<file path="config.mk">
export PLATFORM = sky130hd
export DESIGN_NAME = scr_top
export DESIGN_NICKNAME = d
export VERILOG_FILES = /design/src/rtl/scr_pkg.sv /design/src/rtl/scr_axil.sv /design/src/rtl/scr_eeload.sv /design/src/rtl/scr_top.sv
export SDC_FILE = /design/constraint.sdc
export NUM_CORES = 1
export LEC_CHECK = 0
export BUFFER_PORTS_ARGS = -buffer_cell sky130_fd_sc_hd__buf_2
export CAP_MARGIN = 15
export CORE_MARGIN = 8
export CORE_UTILIZATION = 52
export CTS_BUF_LIST = sky130_fd_sc_hd__clkbuf_16
export DETAILED_ROUTE_END_ITERATION = 8
export PLACE_DENSITY = 0.77
export SLEW_MARGIN = 0
export SYNTH_ARGS = -nofsm -noshare
export SYNTH_HDL_FRONTEND = slang
export SYNTH_HIERARCHICAL = 1
export SYNTH_SLANG_ARGS = --single-unit
</file>
<file path="constraint.sdc">
create_clock -name i_clk -period 2.3 [get_ports i_clk]
set_input_delay 0.23 -clock i_clk [delete_from_list [all_inputs] [get_ports i_clk]]
set_output_delay 0.23 -clock i_clk [all_outputs]
set_load 0.02 [all_outputs]
</file>
<file path="src/rtl/scr_pkg.sv">
// Purpose: Shared constants and types for the system control register bank
// Assumes: 10 MHz host bus clock, AXI4-Lite register access
// Notes:   Byte addresses are 8 bits; upper address bits are ignored
package scr_pkg;

    // Clock
    localparam int CLK_PERIOD_NS = 100;

    // Register byte addresses
    localparam logic [7:0] ADDR_SYSCTL = 8'h80;
    localparam logic [7:0] ADDR_ROUTE = 8'h8c;

    // System control field positions
    localparam int BIT_STREAM = 11;
    localparam int BIT_UP = 10;
    localparam int BIT_DN = 9;
    localparam int BIT_PROBE = 8;
    localparam int BIT_GATE = 6;
    localparam int BIT_LOCK = 5;
    localparam int BIT_PAR = 4;
    localparam int BIT_CDMA = 3;
    localparam int BIT_KEEP = 1;
    localparam int BIT_SHARE = 0;

    // Writable masks and reset values
    localparam logic [31:0] SYSCTL_WR_MASK = 32'h0000_007b;
    localparam logic [31:0] SYSCTL_RESET = 32'h0000_0020;
    localparam logic [31:0] ROUTE_WR_MASK = 32'h0fff_ffff;
    localparam logic [31:0] ROUTE_RESET = 32'h0000_0000;

    // Routing fields and codes
    localparam int T6_LSB = 24;
    localparam int T5_LSB = 20;
    localparam logic [3:0] T6_HIZ = 4'h0;
    localparam logic [3:0] T6_CLKRUN = 4'h1;
    localparam logic [3:0] T5_CDMA = 4'h2;

    // Power switch stream and settling times
    localparam int SW_BITS = 8;
    localparam int SETTLE_UP_NS = 50000;
    localparam int SETTLE_DN_NS = 20000;
    localparam int SETTLE_UP_CYC =
        (SETTLE_UP_NS + CLK_PERIOD_NS - 1) / CLK_PERIOD_NS;
    localparam int SETTLE_DN_CYC =
        (SETTLE_DN_NS + CLK_PERIOD_NS - 1) / CLK_PERIOD_NS;

    // Serial EEPROM read timing
    localparam int EE_BITS = 32;
    localparam int EE_HALF_NS = 5000;
    localparam int EE_HALF_CYC =
        (EE_HALF_NS + CLK_PERIOD_NS - 1) / CLK_PERIOD_NS;

    typedef enum logic [2:0] {
        PW_IDLE,
        PW_STREAM,
        PW_LATCH,
        PW_UP,
        PW_DN
    } scr_pwr_e;

    typedef enum logic [1:0] {
        EE_START,
        EE_LOW,
        EE_HIGH,
        EE_DONE
    } scr_ee_e;

    // Register write from the bus slave
    typedef struct packed {
        logic [7:0] addr;
        logic [31:0] data;
        logic [3:0] strb;
    } scr_wr_s;

    function automatic logic scr_addr_ok(input logic [7:0] a);
        return (a == ADDR_SYSCTL) || (a == ADDR_ROUTE);
    endfunction

    function automatic logic [31:0] scr_merge(input logic [31:0] old_v,
        input logic [31:0] new_v, input logic [3:0] strb,
        input logic [31:0] mask);
        logic [31:0] res;
        res = old_v;
        for (int i = 0; i < 4; i++)
        begin
            if (strb[i])
            begin
                res[i*8 +: 8] = new_v[i*8 +: 8];
            end
        end
        return (res & mask) | (old_v & ~mask);
    endfunction

endpackage

</file>
<file path="src/rtl/scr_axil.sv">
// Purpose: AXI4-Lite slave front end for the register bank
// Assumes: One write and one read outstanding at most
// Notes:   Unmapped addresses answer SLVERR, reads of them give zero
`timescale 1ns/10ps
`default_nettype none
module scr_axil
    import scr_pkg::*;
(
    // Clock and reset
    input wire logic i_clk,
    input wire logic i_rst_b,
    // Write address and data
    input wire logic i_awvalid,
    output logic o_awready,
    input wire logic [7:0] i_awaddr,
    input wire logic i_wvalid,
    output logic o_wready,
    input wire logic [31:0] i_wdata,
    input wire logic [3:0] i_wstrb,
    // Write response
    output logic o_bvalid,
    input wire logic i_bready,
    output logic [1:0] o_bresp,
    // Read address and data
    input wire logic i_arvalid,
    output logic o_arready,
    input wire logic [7:0] i_araddr,
    output logic o_rvalid,
    input wire logic i_rready,
    output logic [31:0] o_rdata,
    output logic [1:0] o_rresp,
    // Register side
    output logic o_wr_go,
    output scr_wr_s o_wr,
    input wire logic [31:0] i_rd_data
);

    typedef struct packed {
        logic aw_v;
        logic [7:0] aw_a;
        logic w_v;
        logic [31:0] w_d;
        logic [3:0] w_s;
        logic bvalid;
        logic [1:0] bresp;
        logic rvalid;
        logic [1:0] rresp;
        logic [31:0] rdata;
    } scr_ax_s;

    scr_ax_s q_r;
    scr_ax_s q_nxt;
    logic ok;

    // Address and data stall while a response is pending
    assign o_awready = !q_r.aw_v && !q_r.bvalid;
    assign o_wready = !q_r.w_v && !q_r.bvalid;
    assign o_arready = !q_r.rvalid;
    assign ok = scr_addr_ok(q_r.aw_a);
    // Register update lands on the same edge that raises bvalid
    assign o_wr_go = q_r.aw_v && q_r.w_v && ok;
    assign o_wr = '{addr: q_r.aw_a, data: q_r.w_d, strb: q_r.w_s};

    always_comb
    begin
        q_nxt = q_r;
        if (i_awvalid && o_awready)
        begin
            q_nxt.aw_v = 1'b1;
            q_nxt.aw_a = i_awaddr;
        end
        if (i_wvalid && o_wready)
        begin
            q_nxt.w_v = 1'b1;
            q_nxt.w_d = i_wdata;
            q_nxt.w_s = i_wstrb;
        end
        if (q_r.aw_v && q_r.w_v)
        begin
            q_nxt.aw_v = 1'b0;
            q_nxt.w_v = 1'b0;
            q_nxt.bvalid = 1'b1;
            q_nxt.bresp = ok ? 2'h0 : 2'h2;
        end
        if (q_r.bvalid && i_bready)
        begin
            q_nxt.bvalid = 1'b0;
        end
        if (q_r.rvalid && i_rready)
        begin
            q_nxt.rvalid = 1'b0;
        end
        if (i_arvalid && o_arready)
        begin
            q_nxt.rvalid = 1'b1;
            q_nxt.rresp = scr_addr_ok(i_araddr) ? 2'h0 : 2'h2;
            q_nxt.rdata = scr_addr_ok(i_araddr) ? i_rd_data : 32'h0;
        end
    end

    always_ff @(posedge i_clk or negedge i_rst_b)
    begin
        if (!i_rst_b)
        begin
            q_r <= '0;
        end
        else
        begin
            q_r <= q_nxt;
        end
    end

    assign o_bvalid = q_r.bvalid;
    assign o_bresp = q_r.bresp;
    assign o_rvalid = q_r.rvalid;
    assign o_rdata = q_r.rdata;
    assign o_rresp = q_r.rresp;

endmodule // scr_axil
`default_nettype wire

</file>
<file path="src/rtl/scr_eeload.sv">
// Purpose: Reads default routing value from a serial EEPROM after reset
// Assumes: EEPROM shifts out its word MSB first on rising serial clock
// Notes:   Runs once; absent EEPROM leaves the reset value in place
`timescale 1ns/10ps
`default_nettype none
module scr_eeload
    import scr_pkg::*;
(
    // Clock and reset
    input wire logic i_clk,
    input wire logic i_rst_b,
    // EEPROM pins
    input wire logic i_ee_present,
    input wire logic i_ee_data,
    output logic o_ee_clk,
    output logic o_ee_cs,
    // Loaded word
    output logic o_load_valid,
    output logic [31:0] o_load_data,
    output logic o_busy
);

    typedef struct packed {
        scr_ee_e st;
        logic [15:0] div;
        logic [5:0] bitn;
        logic [31:0] sh;
        logic clk;
        logic cs;
        logic load_v;
    } scr_ee_s;

    localparam logic [15:0] HALF_LAST = 16'(EE_HALF_CYC - 1);
    localparam logic [5:0] BIT_LAST = 6'(EE_BITS - 1);

    scr_ee_s q_r;
    scr_ee_s q_nxt;

    always_comb
    begin
        q_nxt = q_r;
        q_nxt.load_v = 1'b0;
        case (q_r.st)
            // Presence is sampled after reset release, never under reset
            EE_START:
            begin
                q_nxt.div = '0;
                q_nxt.bitn = '0;
                if (i_ee_present)
                begin
                    q_nxt.cs = 1'b1;
                    q_nxt.st = EE_LOW;
                end
                else
                begin
                    q_nxt.st = EE_DONE;
                end
            end
            EE_LOW:
            begin
                q_nxt.div = q_r.div + 16'h1;
                if (q_r.div == HALF_LAST)
                begin
                    q_nxt.div = '0;
                    q_nxt.clk = 1'b1;
                    q_nxt.st = EE_HIGH;
                end
            end
            EE_HIGH:
            begin
                q_nxt.div = q_r.div + 16'h1;
                if (q_r.div == HALF_LAST)
                begin
                    q_nxt.div = '0;
                    q_nxt.clk = 1'b0;
                    q_nxt.sh = {q_r.sh[30:0], i_ee_data};
                    q_nxt.bitn = q_r.bitn + 6'h1;
                    q_nxt.st = EE_LOW;
                    if (q_r.bitn == BIT_LAST)
                    begin
                        q_nxt.cs = 1'b0;
                        q_nxt.load_v = 1'b1;
                        q_nxt.st = EE_DONE;
                    end
                end
            end
            EE_DONE:
            begin
                q_nxt.clk = 1'b0;
            end
            default:
            begin
                q_nxt.st = EE_DONE;
            end
        endcase
    end

    always_ff @(posedge i_clk or negedge i_rst_b)
    begin
        if (!i_rst_b)
        begin
            q_r <= '0;
        end
        else
        begin
            q_r <= q_nxt;
        end
    end

    assign o_ee_clk = q_r.clk;
    assign o_ee_cs = q_r.cs;
    assign o_load_valid = q_r.load_v;
    assign o_load_data = q_r.sh;
    assign o_busy = (q_r.st != EE_DONE);

endmodule // scr_eeload
`default_nettype wire

</file>
<file path="src/rtl/scr_top.sv">
// Purpose: System control low bits and multifunction routing registers
// Assumes: All inputs synchronous to i_clk; AXI4-Lite master on the bus
// Notes:   Terminal 6 is the only routed pin driven here
//
// Implementation choice: register access over AXI4-Lite.
`timescale 1ns/10ps
`default_nettype none
// Contract
// - Stream busy flag while switch stream runs
// - Power-up flag until up settling expires
// - Power-down flag until down settling expires
// - Probe busy flag during card interrogation
// - Bits 7 and 2 read zero
// - Gate state machine clock on idle card
// - Bit 5 locks identity registers, resets set
// - Bit 4 forwards card parity to system error
// - Central DMA needs bit 3 and routing
// - Bit 1 blocks both clock stops
// - Shared pin carries both, ring wins
// - Share select set passes only wake event
// - Routing resets zero, bits 31-28 zero
// - Terminal 6 code selects its function
// - All terminals start as inputs
// - Routing default loadable from serial EEPROM
module scr_top
    import scr_pkg::*;
(
    // Clock and reset
    input wire logic i_clk,
    input wire logic i_rst_b,
    // AXI4-Lite slave
    input wire logic i_awvalid,
    output logic o_awready,
    input wire logic [7:0] i_awaddr,
    input wire logic i_wvalid,
    output logic o_wready,
    input wire logic [31:0] i_wdata,
    input wire logic [3:0] i_wstrb,
    output logic o_bvalid,
    input wire logic i_bready,
    output logic [1:0] o_bresp,
    input wire logic i_arvalid,
    output logic o_arready,
    input wire logic [7:0] i_araddr,
    output logic o_rvalid,
    input wire logic i_rready,
    output logic [31:0] o_rdata,
    output logic [1:0] o_rresp,
    // Power switch request and serial stream
    input wire logic i_pwr_req,
    input wire logic i_pwr_up,
    input wire logic [7:0] i_pwr_code,
    output logic o_sw_clk,
    output logic o_sw_data,
    output logic o_sw_latch,
    // Card interrogation
    input wire logic i_probe_start,
    input wire logic i_probe_done,
    // Card clock gating
    input wire logic i_card_present,
    input wire logic i_card_idle,
    input wire logic i_card_clk_stopped,
    output logic o_cb_sm_clk_en,
    // Identity register lock
    output logic o_id_regs_write_lock,
    // Parity error reporting
    input wire logic i_card_parity_err,
    output logic o_syserr,
    // Centralized DMA
    output logic o_central_dma_en,
    // Clock-run control
    input wire logic i_host_clk_stop_req,
    input wire logic i_card_clk_stop_req,
    output logic o_host_clk_stop_ok,
    output logic o_card_clk_stop_ok,
    // Shared wake terminal
    input wire logic i_ring_ind,
    input wire logic i_ring_en,
    input wire logic i_pme,
    input wire logic i_pme_en,
    output logic o_wake_out,
    // Multifunction terminal 6 and other fields
    input wire logic [15:0] i_isa_irq,
    input wire logic i_clkrun_drive,
    output logic o_mft6_out,
    output logic o_mft6_oe,
    output logic [23:0] o_route_low,
    // Serial EEPROM
    input wire logic i_ee_present,
    input wire logic i_ee_data,
    output logic o_ee_clk,
    output logic o_ee_cs
);

    typedef struct packed {
        scr_pwr_e pw;
        logic [15:0] cnt;
        logic [7:0] shift;
        logic [31:0] ctl;
        logic [31:0] route;
        logic probe;
        logic sw_clk;
        logic sw_data;
        logic sw_latch;
        logic cb_clk_en;
        logic syserr;
        logic cdma;
        logic host_ok;
        logic card_ok;
        logic wake;
        logic mft6_out;
        logic mft6_oe;
        logic [15:0] settle_len;
    } scr_main_s;

    localparam logic [15:0] STREAM_LAST = 16'(2 * SW_BITS - 1);
    localparam logic [15:0] UP_LAST = 16'(SETTLE_UP_CYC - 1);
    localparam logic [15:0] DN_LAST = 16'(SETTLE_DN_CYC - 1);

    scr_main_s q_r;
    scr_main_s q_nxt;
    scr_wr_s wr;
    logic wr_go;
    logic ee_load;
    logic [31:0] ee_data;
    logic stat_stream;
    logic stat_up;
    logic stat_dn;
    logic [31:0] rd_sys;
    logic [31:0] rd_route;
    logic [31:0] rd_data;
    logic [3:0] t6_code;

    scr_axil u_axil (
        .i_clk(i_clk),
        .i_rst_b(i_rst_b),
        .i_awvalid(i_awvalid),
        .o_awready(o_awready),
        .i_awaddr(i_awaddr),
        .i_wvalid(i_wvalid),
        .o_wready(o_wready),
        .i_wdata(i_wdata),
        .i_wstrb(i_wstrb),
        .o_bvalid(o_bvalid),
        .i_bready(i_bready),
        .o_bresp(o_bresp),
        .i_arvalid(i_arvalid),
        .o_arready(o_arready),
        .i_araddr(i_araddr),
        .o_rvalid(o_rvalid),
        .i_rready(i_rready),
        .o_rdata(o_rdata),
        .o_rresp(o_rresp),
        .o_wr_go(wr_go),
        .o_wr(wr),
        .i_rd_data(rd_data)
    );

    scr_eeload u_ee (
        .i_clk(i_clk),
        .i_rst_b(i_rst_b),
        .i_ee_present(i_ee_present),
        .i_ee_data(i_ee_data),
        .o_ee_clk(o_ee_clk),
        .o_ee_cs(o_ee_cs),
        .o_load_valid(ee_load),
        .o_load_data(ee_data),
        .o_busy()
    );

    // Status flags follow the sequencer state
    assign stat_stream = (q_r.pw == PW_STREAM) || (q_r.pw == PW_LATCH);
    assign stat_up = (q_r.pw == PW_UP);
    assign stat_dn = (q_r.pw == PW_DN);
    assign t6_code = q_r.route[T6_LSB +: 4];

    // Reserved bits come back zero through the masks
    always_comb
    begin
        rd_sys = q_r.ctl & SYSCTL_WR_MASK;
        rd_sys[BIT_STREAM] = stat_stream;
        rd_sys[BIT_UP] = stat_up;
        rd_sys[BIT_DN] = stat_dn;
        rd_sys[BIT_PROBE] = q_r.probe;
        rd_route = q_r.route & ROUTE_WR_MASK;
        rd_data = (i_araddr == ADDR_SYSCTL) ? rd_sys : rd_route;
    end

    always_comb
    begin
        q_nxt = q_r;
        // Register writes keep read-only bits through the mask
        if (wr_go && wr.addr == ADDR_SYSCTL)
        begin
            q_nxt.ctl = scr_merge(q_r.ctl, wr.data, wr.strb,
                SYSCTL_WR_MASK);
        end
        if (wr_go && wr.addr == ADDR_ROUTE)
        begin
            q_nxt.route = scr_merge(q_r.route, wr.data, wr.strb,
                ROUTE_WR_MASK);
        end
        // EEPROM default wins over a host write in the same cycle
        if (ee_load)
        begin
            q_nxt.route = ee_data & ROUTE_WR_MASK;
        end

        // Interrogation flag: start beats done if both arrive
        if (i_probe_done)
        begin
            q_nxt.probe = 1'b0;
        end
        if (i_probe_start)
        begin
            q_nxt.probe = 1'b1;
        end

        // Power sequencer; requests while busy are dropped
        q_nxt.sw_latch = 1'b0;
        case (q_r.pw)
            PW_IDLE:
            begin
                q_nxt.sw_clk = 1'b0;
                if (i_pwr_req)
                begin
                    q_nxt.pw = PW_STREAM;
                    q_nxt.cnt = '0;
                    q_nxt.shift = i_pwr_code;
                    q_nxt.sw_data = i_pwr_code[SW_BITS-1];
                end
            end
            PW_STREAM:
            begin
                q_nxt.cnt = q_r.cnt + 16'h1;
                q_nxt.sw_clk = !q_r.cnt[0];
                if (q_r.cnt[0])
                begin
                    q_nxt.shift = {q_r.shift[6:0], 1'b0};
                    q_nxt.sw_data = q_r.shift[6];
                end
                if (q_r.cnt == STREAM_LAST)
                begin
                    q_nxt.pw = PW_LATCH;
                    q_nxt.sw_clk = 1'b0;
                    q_nxt.sw_latch = 1'b1;
                end
            end
            PW_LATCH:
            begin
                q_nxt.cnt = '0;
                q_nxt.pw = i_pwr_up ? PW_UP : PW_DN;
            end
            PW_UP:
            begin
                q_nxt.cnt = q_r.cnt + 16'h1;
                if (q_r.cnt == UP_LAST)
                begin
                    q_nxt.pw = PW_IDLE;
                end
            end
            PW_DN:
            begin
                q_nxt.cnt = q_r.cnt + 16'h1;
                if (q_r.cnt == DN_LAST)
                begin
                    q_nxt.pw = PW_IDLE;
                end
            end
            default:
            begin
                q_nxt.pw = PW_IDLE;
            end
        endcase

        q_nxt.settle_len = stat_up ? q_r.settle_len + 16'h1 : 16'h0;
        // Clock gating only for an idle card with its clock stopped
        q_nxt.cb_clk_en = !(q_r.ctl[BIT_GATE] && i_card_present &&
            i_card_idle && i_card_clk_stopped);
        q_nxt.syserr = i_card_parity_err && q_r.ctl[BIT_PAR];
        q_nxt.cdma = q_r.ctl[BIT_CDMA] &&
            (q_r.route[T5_LSB +: 4] == T5_CDMA);
        q_nxt.host_ok = i_host_clk_stop_req && !q_r.ctl[BIT_KEEP];
        q_nxt.card_ok = i_card_clk_stop_req && !q_r.ctl[BIT_KEEP];

        // Shared wake terminal
        if (q_r.ctl[BIT_SHARE])
        begin
            q_nxt.wake = i_pme_en && i_pme;
        end
        else if (i_ring_en)
        begin
            q_nxt.wake = i_ring_ind;
        end
        else
        begin
            q_nxt.wake = i_pme_en && i_pme;
        end

        // Terminal 6; clock-run is open drain, pulled low only
        case (t6_code)
            T6_HIZ:
            begin
                q_nxt.mft6_out = 1'b0;
                q_nxt.mft6_oe = 1'b0;
            end
            T6_CLKRUN:
            begin
                q_nxt.mft6_out = 1'b0;
                q_nxt.mft6_oe = i_clkrun_drive;
            end
            default:
            begin
                q_nxt.mft6_out = i_isa_irq[t6_code];
                q_nxt.mft6_oe = 1'b1;
            end
        endcase
    end

    always_ff @(posedge i_clk or negedge i_rst_b)
    begin
        if (!i_rst_b)
        begin
            q_r <= '0;
            q_r.ctl <= SYSCTL_RESET;
            q_r.route <= ROUTE_RESET;
            q_r.cb_clk_en <= 1'b1;
        end
        else
        begin
            q_r <= q_nxt;
        end
    end

    assign o_sw_clk = q_r.sw_clk;
    assign o_sw_data = q_r.sw_data;
    assign o_sw_latch = q_r.sw_latch;
    assign o_cb_sm_clk_en = q_r.cb_clk_en;
    assign o_id_regs_write_lock = q_r.ctl[BIT_LOCK];
    assign o_syserr = q_r.syserr;
    assign o_central_dma_en = q_r.cdma;
    assign o_host_clk_stop_ok = q_r.host_ok;
    assign o_card_clk_stop_ok = q_r.card_ok;
    assign o_wake_out = q_r.wake;
    assign o_mft6_out = q_r.mft6_out;
    assign o_mft6_oe = q_r.mft6_oe;
    assign o_route_low = q_r.route[23:0];
endmodule // scr_top
`default_nettype wire

</file>
; Word-level counts from Yosys, hierarchy flattened
; Cells that the tools add are included.
[totals]
output_inout_bits = 79
in_bits = 100
elab_cells = 177
reg_bits = 245
[op_classes]
n_lt_le_gt_ge = 1
bitwise = 2
n_eq_ne = 27
n_reduce_logical = 52
n_mux = 58
n_addsub = 3
[op_table]
columns = cell, count
row1 = $mux 32, 2
row2 = $mux 59, 1
row3 = $mux 28, 2
row4 = $pmux 18 s3, 1
row5 = $mux 8, 6
row6 = $pmux 16 s3, 1
row7 = $mux 37, 1
row8 = $mux 35, 1
row9 = $add 16x1->16 const B, 2
row10 = $eq 8x8->1 const B, 4
row11 = $or 28x32->32, 1
row12 = $or 7x32->32, 1
row13 = $mux 27, 1
row14 = $mux 7, 3
row15 = $logic_and 1x1->1, 19
row16 = $mux 18, 1
row17 = $mux 1, 17
row18 = $eq 16x4->1 const B, 1
row19 = $eq 16x6->1 const B, 1
row20 = $eq 16x8->1 const B, 1
row21 = $eq 16x9->1 const B, 1
row22 = $reduce_bool 2->1, 8
row23 = $mux 3, 5
row24 = $pmux 3 s5, 1
row25 = 31 further kinds, 61

; Depth between registers and ports, before layout
; Gate-level depths: netlist (run 1).
[depth]
word_depth = 8
depth_mapped = 8
mapped_depth_nobuf = 7

; By module
; Netlist (run 1), hierarchy kept.
[by_module_without_submodules]
columns = module, instances, area_each_um2, seq_area_each_um2, cells_each
row1 = scr_top, 1, 4103.9, 1804.2, 440
row2 = scr_axil, 1, 3708.6, 2052.0, 275
row3 = scr_eeload, 1, 3236.9, 1476.4, 286

; Least setup slack after synthesis (run 1)
; No wires, ideal clock.
[synth_path]
path_type = reg2reg
from = register u_axil.q_r (netlist bit u_axil/o_wr[41])
to = register q_r[60] in the netlist's numbering
stages_incl_launch_ff = 6
slack_ps = 11
arrival_ps = 2164
setup_time_ps = 125
synth_period_minus_slack_ps = 2289
path_cell_list = dfrtp_1 nor4b_1 and3_1 nor4bb_1 nand4_1 mux2_2
[synth_via]
elab_chain_cells = 4
[synth_lines]
columns = element, line_no
row1 = "start, declared", scr_axil.sv:51  ; scr_ax_s q_r;
row2 = "start signal, assigned", scr_axil.sv:109  ; q_r <= q_nxt;
row3 = $eq 8x8->1, scr_pkg.sv:76  ; return (a == ADDR_SYSCTL) || (a == ADDR_ROUTE);
row4 = $logic_or 1x1->1 (*), scr_pkg.sv:76
row5 = $logic_and 1x1->1 (*), scr_axil.sv:61  ; assign o_wr_go = q_r.aw_v && q_r.w_v && ok;
row6 = via wr_go, scr_top.sv:123  ; logic wr_go;
row7 = $logic_and 1x1->1 (*), scr_top.sv:193  ; if (wr_go && wr.addr == ADDR_SYSCTL)
row8 = "end signal, assigned", scr_top.sv:331  ; q_r <= q_nxt;
row9 = "end, declared", scr_top.sv:120  ; scr_main_s q_r;
; The timed path passes the listed nets; every way through them passes the cells marked *.
; A chain may end at the register's enable or synchronous reset.

; Worst setup path after layout (run 1)
[layout_path]
from = register u_axil.q_r (netlist bit u_axil/o_wr[41])
to = register q_r (netlist bit o_route_low[1])
[layout_via]
elab_chain_cells = 5
[layout_lines]
columns = element, line_no
row1 = $eq 8x8->1, scr_pkg.sv:76
row2 = $logic_or 1x1->1 (*), scr_pkg.sv:76
row3 = $logic_and 1x1->1 (*), scr_axil.sv:61
row4 = via wr_go, scr_top.sv:123
row5 = $logic_and 1x1->1 (*), scr_top.sv:198  ; if (wr_go && wr.addr == ADDR_ROUTE)
row6 = $reduce_bool 2->1 (no source line) (*), --
; Marks and branches as above.

==> flow_metrics.env, run 1 <==
export IMPL_drv_cap=0
export IMPL_synth_area_mm2=0.0107
export IMPL_detail_route_antenna_nets=0
export IMPL_fin_cells=1366
export IMPL_power_frac_clock=0.345
export IMPL_reg2reg_setup_slack_ns=0.25
export IMPL_worst_slew_margin_rel=0.603
export IMPL_finalHoldViolCount=0
export IMPL_clock_skew_final_ns=0.0158
export IMPL_peakVddDrop_uv=461
export IMPL_final_cell_mix="dfrtp_1, buf_2, nand2_1"
export IMPL_cp_end_kind="register"
export IMPL_die_area_mm2=0.0254
export IMPL_path_max_fanout=20
export IMPL_max_freq_mhz=489
export IMPL_dieHeight_um=159
export IMPL_fillers=1584
export IMPL_min_period_ns=2.05
export IMPL_grtUsageTotal=0.188
export IMPL_cts_sinks=205
export IMPL_p_leak_nw=5.91
export IMPL_cts_root_buf="clkbuf_16"
export IMPL_intPower_mw=7.48
export IMPL_detailed_place_hpwl_um=16600
export IMPL_nets=1186
export IMPL_slew_viol_final=0
export IMPL_switching_share=0.306
export IMPL_drc=0
export IMPL_rows=52
export IMPL_worstRegToRegCells=8
export IMPL_routedWlPerCell_um=17.7
export IMPL_synth_warning_count=6
export IMPL_dp_cells=1265
export IMPL_power_density_mw_per_mm2=881
export IMPL_post_route_period_util=0.889
export IMPL_layout_commonest_cell="dfrtp_1"
export IMPL_seqCellArea_mm2=0.00513
export IMPL_rsz0062_at_grt="false"
export IMPL_antenna_found_initial=3
export IMPL_crit_arrival_ns=2.47
export IMPL_utilization=0.605
export IMPL_min_path_cells=3
export IMPL_status="completed"
export IMPL_hp_class="in2reg"
export IMPL_cts_made_buffers=23
export IMPL_crit_type="reg2reg"
export IMPL_place_congestion=0.880
export IMPL_vias=7399
export IMPL_seqPwrFrac=0.438
export IMPL_port_buffers=170
export IMPL_cp_required_ns=2.73
export IMPL_grt_pass1_wl_um=40200
export IMPL_grt_max_degree=72
export IMPL_gr_total_overflow=0
export IMPL_synth_area_per_cell_um2=10.9
export IMPL_drt_wl_total_um=24100
export IMPL_multiInputGateArea_mm2=0.00427
export IMPL_setup_tns_final_ns=0
export IMPL_clkLatencyLatePin_ns=0.51
export IMPL_worst_pin_slew_ns=0.595
export IMPL_pin_count=179
export IMPL_p_total_mw=10.8
export IMPL_ctsLongestPathBuffers=3
export IMPL_hold_slack_ns=0.0198
export IMPL_critPathLaunchType="register"
export IMPL_first_pass_iters=4
export IMPL_drive_gt1_frac=0.339
export IMPL_cts_max_level=1
export IMPL_dieWidth_um=159
export IMPL_initial_core_util=0.528
export IMPL_finalSetupViolCount=0
export IMPL_synth_cells=977
export IMPL_area_growth_pct=14.5
export IMPL_cts_tree="yes"
export IMPL_drt_iter0_markers=490
export IMPL_vias_per_cell=5.42
export IMPL_pwr_share_comb=0.217
export IMPL_first_global_vias=7502
export IMPL_p_switching_mw=3.31
export IMPL_clkTransAtPathRegs_ns=0.06
export IMPL_core_area_mm2=0.0202
[timing repair]
item / 4_1_cts / 5_1_grt
setup buffers: 0 / 2
setup endpoints to repair: 0 / 7
hold buffers: 55 / 0
endpoints found under the hold margin: 118 / 0
gates resized for setup: 0 / 1
[registers in the layout (all words and copies together), names as in the netlist, 2 cells and up]
name,cells
u_axil/o_rdata,32
u_axil/q_r,2
u_ee/q_r,24
u_axil/o_wr,40
q_r,36
o_route_low,24
u_ee/o_load_data,28
[final timing paths]
kind,start,to
hold / removal,i_pwr_code[4],q_r[96]
setup / recovery,u_axil/o_wr[41],o_route_low[1]
min in group asynchronous,i_rst_b,u_axil/o_rdata[1]
max in group asynchronous,i_rst_b,o_id_regs_write_lock
setup reg to reg,u_axil/o_wr[41],o_route_low[1]
hold reg to reg,q_r[93],q_r[93]
[critical path, cell delays in order, from the launching register on]
cell and delay (ns):
dfrtp_1 0.40, nor4b_2 0.30, and3_1 0.18, nor4bb_1 0.24, buf_4 0.21, and3_1 0.20, buf_12 0.17, a31oi_1 0.09
a21oi_1 0.18
[cell type report]
type / count / share of cell area
clock inverters: 19 / 0.0166
repair buffers: 250 / 0.135
well taps: 270 / 0.0276
flip-flops and latches: 205 / 0.419
clock buffers: 23 / 0.0470
inverters: 19 / 0.00583
diodes: 2 / 0.000409
multi-input cells: 578 / 0.349
[per-stage QoR]
stage	worst slack (ns)	cell area, um2
detailed placement	0.105	10900
floorplan	0.0109	10700
finish	0.255	12200
CTS	0.0934	12200
global route	0.0999	12200
global placement	0.156	10900
[power by group through the flow]
stage / clock network, mW / registers (mW) / logic, mW
3_3_place_gp: 0 / 4.75 / 2.17
6_report: 3.72 / 4.72 / 2.34
3_5_place_dp: 0 / 4.78 / 2.25
5_1_grt: 3.95 / 4.81 / 2.59
2_1_floorplan: 0 / 4.58 / 2.20
4_1_cts: 3.81 / 4.71 / 2.34
[routing by layer]
layer | wire [um] | vias to the layer above | global-route usage
li1 | - | 3529 | -
met1 | 10500 | 3626 | 0.243
met2 | 11800 | 196 | 0.316
met3 | 1280 | 46 | 0.0370
met4 | 544 | 2 | 0.0510
met5 | 8 | - | 0
Note: power is estimated with default switching activity, not from simulation.
==> run 2, diff against run 1 <==
--- a/config.mk
+++ b/config.mk
@@ -7,7 +7,7 @@
 export LEC_CHECK = 0
 export BUFFER_PORTS_ARGS = -buffer_cell sky130_fd_sc_hd__buf_2
 export CAP_MARGIN = 15
-export CORE_MARGIN = 8
+export CORE_MARGIN = 3
 export CORE_UTILIZATION = 52
 export CTS_BUF_LIST = sky130_fd_sc_hd__clkbuf_16
 export DETAILED_ROUTE_END_ITERATION = 8
==> flow_metrics.env, run 2 (synthesis gave the netlist of run 1 again) <==
export IMPL_status="completed"
export IMPL_drive_gt1_frac=0.339
export IMPL_placed_cell_area_mm2=0.0109
export IMPL_max_freq_mhz=463
export IMPL_reg2reg_to="q_r[55]"
export IMPL_grtUsageTotal=0.210
export IMPL_routedWlPerCell_um=17.6
export IMPL_grt_max_degree=80
export IMPL_port_buffers=170
export IMPL_first_pass_iters=5
export IMPL_slew_viol_final=0
export IMPL_gr_total_overflow=0
export IMPL_antennaDiodeCount=0
export IMPL_place_congestion=0.858
export IMPL_detail_route_antenna_nets=0
export IMPL_layout_commonest_cell="dfrtp_1"
export IMPL_clkLatencyLatePin_ns=0.51
export IMPL_startpoint="u_axil/o_wr[41]"
export IMPL_rsz0062_at_grt="false"
export IMPL_min_period_ns=2.16
export IMPL_drt_wl_total_um=24000
export IMPL_cts_tree="yes"
export IMPL_use_met2=0.349
export IMPL_drt_iter0_markers=532
export IMPL_utilization=0.617
export IMPL_crit_arrival_ns=2.60
export IMPL_r2r_start="u_axil/o_wr[41]"
export IMPL_clkTransAtPathRegs_ns=0.06
export IMPL_cts_made_buffers=22
export IMPL_first_global_vias=7427
export IMPL_worst_pin_slew_ns=0.668
export IMPL_peakVddDrop_uv=439
export IMPL_nets=1189
export IMPL_p_leak_nw=5.93
export IMPL_finalHoldViolCount=0
export IMPL_drv_cap=0
export IMPL_dieHeight_um=149
export IMPL_worst_slew_margin_rel=0.555
export IMPL_worstRegToRegCells=8
export IMPL_die_area_mm2=0.0223
export IMPL_intPower_mw=7.60
export IMPL_fillers=1551
export IMPL_crit_end="q_r[55]"
export IMPL_cts_max_level=1
export IMPL_cts_sinks=205
export IMPL_crit_type="reg2reg"
export IMPL_largest_reg_flops=40
export IMPL_power_density_mw_per_mm2=888
export IMPL_final_cell_mix="dfrtp_1, buf_2, nand2_1"
export IMPL_vias_per_cell=5.50
export IMPL_initial_core_util=0.538
export IMPL_cp_end_kind="register"
export IMPL_p_switching_mw=3.28
export IMPL_dieWidth_um=149
export IMPL_reg2reg_setup_slack_ns=0.14
export IMPL_finalSetupViolCount=0
export IMPL_path_max_fanout=12
export IMPL_grt_busiest_layer="met2"
export IMPL_pwr_share_comb=0.215
export IMPL_cts_root_buf="clkbuf_16"
export IMPL_use_met3=0.0307
export IMPL_critPathLaunchType="register"
export IMPL_grt_pass1_wl_um=38500
export IMPL_rows=51
export IMPL_switching_share=0.301
export IMPL_vias=7490
export IMPL_detailed_place_hpwl_um=16200
export IMPL_core_area_mm2=0.0198
export IMPL_area_growth_pct=14.7
export IMPL_hp_class="in2reg"
export IMPL_power_frac_clock=0.347
export IMPL_ctsLongestPathBuffers=3
export IMPL_drc=0
export IMPL_antenna_found_initial=0
export IMPL_fin_area_mm2=0.0123
export IMPL_post_route_period_util=0.940
export IMPL_setup_tns_final_ns=0
export IMPL_seqPwrFrac=0.437
export IMPL_clock_skew_final_ns=0.0299
export IMPL_use_met1=0.292
export IMPL_cp_required_ns=2.73
export IMPL_pin_count=179
==> run 2: layer usage <==
metal | share of wire | wire [um]
met2 | 0.48 | 11600
met1 | 0.44 | 10600
met3 | 0.051 | 1230
met5 | 0 | 0
met4 | 0.021 | 513
==> run 2: area by class of cell <==
| cell class | count | area (um2) | area share |
|---|---|---|---|
| flip-flops and latches | 205 | 5130 | 0.419 |
| multi-input cells | 578 | 4270 | 0.349 |
| repair buffers | 254 | 1660 | 0.136 |
| clock buffers | 22 | 551 | 0.0449 |
| well taps | 265 | 332 | 0.0271 |
| clock inverters | 18 | 229 | 0.0187 |
| inverters | 19 | 71.3 | 0.00582 |
==> run 2: stage by stage <==
step	worst slack, ns	power [mW]	std cells	hold slack, ns
after global routing	0.00544	11.4	1361	0.0193
after CTS	0.0817	10.9	1360	0.00130
after global placement	0.104	6.93	1265	0.321
final	0.138	10.9	1361	0.0190
after floorplan	0.0109	6.78	981	-0.0656
after detailed placement	0.00890	7.04	1265	0.328
==> run 2: timing repair <==
item / 4_1_cts / 5_1_grt
hold endpoints to repair: 122 / 0
buffers inserted: 1 / 1
setup endpoints to repair: 5 / 33
pin swaps: 0 / 0
resized for setup: 1 / 1
hold buffers: 54 / 0
==> run 2: worst min-delay path by stage <==
| stage | from | to | slack (ns) | depth (start not counted) |
|---|---|---|---|---|
| after detailed placement | i_rst_b | o_syserr | 0.33 | 1 |
| after floorplan | i_rst_b | o_card_clk_stop_ok | -0.07 | 0 |
| after global routing | i_pwr_code[2] | q_r[94] | 0.02 | 3 |
| final | i_pwr_code[4] | q_r[96] | 0.02 | 3 |
| after global placement | i_rst_b | u_axil/o_rdata[5] | 0.32 | 1 |
| after CTS | i_pwr_code[2] | q_r[94] | 0.001 | 3 |
==> run 2: worst max-delay path, stage by stage (launching register included) <==
cell and delay, ns:
dfrtp_1 0.41, nor4b_2 0.33, and3_1 0.19, nor4bb_1 0.25, buf_4 0.22, and3_1 0.18, buf_4 0.20, a31oi_1 0.13
a21oi_1 0.17
==> run 2: power groups by stage <==
stage | clock network, mW | registers, mW | logic [mW]
after floorplan | 0 | 4.58 | 2.20
after global placement | 0 | 4.75 | 2.18
after detailed placement | 0 | 4.79 | 2.25
after CTS | 3.86 | 4.73 | 2.34
after global routing | 4.01 | 4.82 | 2.60
final | 3.78 | 4.76 | 2.34
==> run 3, diff against run 2 <==
--- a/config.mk
+++ b/config.mk
@@ -7,11 +7,9 @@
 export LEC_CHECK = 0
 export BUFFER_PORTS_ARGS = -buffer_cell sky130_fd_sc_hd__buf_2
 export CAP_MARGIN = 15
-export CORE_MARGIN = 3
-export CORE_UTILIZATION = 52
+export CORE_UTILIZATION = 35
 export CTS_BUF_LIST = sky130_fd_sc_hd__clkbuf_16
 export DETAILED_ROUTE_END_ITERATION = 8
-export PLACE_DENSITY = 0.77
 export SLEW_MARGIN = 0
 export SYNTH_ARGS = -nofsm -noshare
 export SYNTH_HDL_FRONTEND = slang
==> constraint.sdc (replaced) <==
create_clock -name i_clk -period 2.3 [get_ports i_clk]
set_input_delay 0.115 -clock i_clk [delete_from_list [all_inputs] [get_ports i_clk]]
set_output_delay 0.115 -clock i_clk [all_outputs]
set_load 0.02 [all_outputs]
==> flow_metrics.env, run 3 (synthesis gave the netlist of run 1 again) <==
export IMPL_port_buffers=170
export IMPL_rsz0062_at_grt="false"
export IMPL_place_congestion=0.809
export IMPL_fin_area_mm2=0.0124
export IMPL_detailed_place_hpwl_um=17000
export IMPL_crit_chain="nor4b_2, and3_1, nor4bb_2, buf_4, and3_1, buf_12, a31oi_1, a21oi_1"
export IMPL_cts_root_buf="clkbuf_16"
export IMPL_layout_commonest_cell="dfrtp_1"
export IMPL_seqPwrFrac=0.446
export IMPL_multiInputGateArea_mm2=0.00427
export IMPL_setup_tns_final_ns=0
export IMPL_status="completed"
export IMPL_vias_per_cell=4.96
export IMPL_intPower_mw=7.36
export IMPL_final_cell_mix="dfrtp_1, buf_2, nand2_1"
export IMPL_initial_core_util=0.359
export IMPL_antenna_found_initial=0
export IMPL_finalSetupViolCount=0
export IMPL_grtUsageTotal=0.156
export IMPL_dieHeight_um=177
export IMPL_drc=0
export IMPL_drt_iter0_markers=318
export IMPL_post_route_period_util=0.901
export IMPL_met3_length_um=1140
export IMPL_drive_gt1_frac=0.329
export IMPL_dieWidth_um=177
export IMPL_place_ws_ns=0.0516
export IMPL_gr_total_overflow=0
export IMPL_placed_cell_area_mm2=0.0110
export IMPL_largest_reg_flops=40
export IMPL_nets=1194
export IMPL_cpMaxStageDelayCell="dfrtp_1"
export IMPL_peakVddDrop_uv=542
export IMPL_path_max_fanout=20
export IMPL_cp_required_ns=2.73
export IMPL_cts_max_level=1
export IMPL_ctsLongestPathBuffers=3
export IMPL_finalHoldViolCount=0
export IMPL_clkLatencyLatePin_ns=0.51
export IMPL_detail_route_antenna_nets=0
export IMPL_max_freq_mhz=483
export IMPL_p_leak_nw=5.94
export IMPL_area_growth_pct=16.3
export IMPL_drt_wl_total_um=24300
export IMPL_worst_slew_margin_rel=0.483
export IMPL_first_pass_iters=7
export IMPL_rows=63
export IMPL_switching_share=0.307
export IMPL_dp_cells=1383
export IMPL_cts_sinks=205
export IMPL_p_switching_mw=3.26
export IMPL_drv_cap=0
export IMPL_fillers=2854
export IMPL_crit_type="reg2reg"
export IMPL_fin_cells=1492
export IMPL_crit_top_cell="and3_1"
export IMPL_cts_made_buffers=24
export IMPL_die_area_mm2=0.0312
export IMPL_slew_viol_final=0
export IMPL_vias=7402
export IMPL_antennaDiodeCount=0
export IMPL_power_density_mw_per_mm2=855
export IMPL_routed_wl_met2_um=11700
export IMPL_worst_pin_slew_ns=0.769
export IMPL_pwr_share_comb=0.219
export IMPL_setup_ws_ns=0.229
export IMPL_min_period_ns=2.07
export IMPL_seqCellArea_mm2=0.00513
export IMPL_pin_count=179
export IMPL_first_global_vias=7373
export IMPL_grt_max_degree=62
export IMPL_critPathLaunchType="register"
export IMPL_routedWlPerCell_um=16.3
export IMPL_highest_layer="met4"
export IMPL_cts_tree="yes"
export IMPL_met1_length_um=11200
export IMPL_power_frac_clock=0.336
export IMPL_crit_arrival_ns=2.50
export IMPL_grt_pass1_wl_um=39300
export IMPL_clock_skew_final_ns=0.0105
export IMPL_cp_end_kind="register"
export IMPL_core_area_mm2=0.0298
export IMPL_clkTransAtPathRegs_ns=0.06
export IMPL_hp_class="in2reg"
export IMPL_critPathMaxStageDelay_ns=0.40
-- run 3: path summary, 6_finish.rpt --
check / end / cells after the start / slack [ns] / start
max: q_r[52] / 8 / 0.23 / u_axil/o_wr[41]
min: q_r[116] / 4 / 0.07 / i_pwr_req
max reg2reg: q_r[52] / 8 / 0.23 / u_axil/o_wr[41]
min reg2reg: q_r[98] / 2 / 0.48 / q_r[98]
max in group asynchronous: u_ee/q_r[37] / 3 / 1.29 / i_rst_b
min in group asynchronous: o_host_clk_stop_ok / 2 / 0.15 / i_rst_b
-- run 3: area by class of cell --
type                            count  share of cell area
Clock inverter                     18             0.00906
Timing Repair Buffer              257               0.139
Tap cell                          390              0.0393
Sequential cell                   205               0.413
Inverter                           19             0.00574
Clock buffer                       25              0.0503
Multi-Input combinational cell    578               0.344
-- run 3: power groups by stage --
stage	combinational [mW]	clock [mW]	sequential [mW]
after global routing	2.59	3.84	4.82
after floorplan	2.20	0	4.58
after CTS	2.35	3.67	4.72
after detailed placement	2.26	0	4.78
after global placement	2.21	0	4.76
final	2.33	3.56	4.73
-- run 3: metrics by stage --
step / hold WS, ns / total power [mW] / util
global placement: 0.130 / 6.97 / 0.370
detailed placement: 0.123 / 7.04 / 0.370
global route: 0.0739 / 11.3 / 0.417
CTS: 0.0389 / 10.7 / 0.416
floorplan: -0.181 / 6.78 / -
finish: 0.0696 / 10.6 / 0.417
-- run 3: worst max-delay path, delay by kind of cell (launching register included) --
kind	cells	cell delay, ns
simple gates	4	0.94
flops	1	0.40
buf+inv	2	0.38
compound gates	2	0.28
-- run 3: timing repair --
item,CTS,global route
hold endpoints to repair,117,0
gates resized for setup,0,2
buffers inserted,0,1
hold buffers,65,0
endpoints found under the setup margin,0,34
-- run 3: per-layer routing --
| metal | up-vias | GRT usage |
|---|---|---|
| met5 | - | 0 |
| met4 | 0 | 0.0348 |
| met3 | 25 | 0.0245 |
| met2 | 162 | 0.264 |
| li1 | 3540 | - |
| met1 | 3675 | 0.210 |
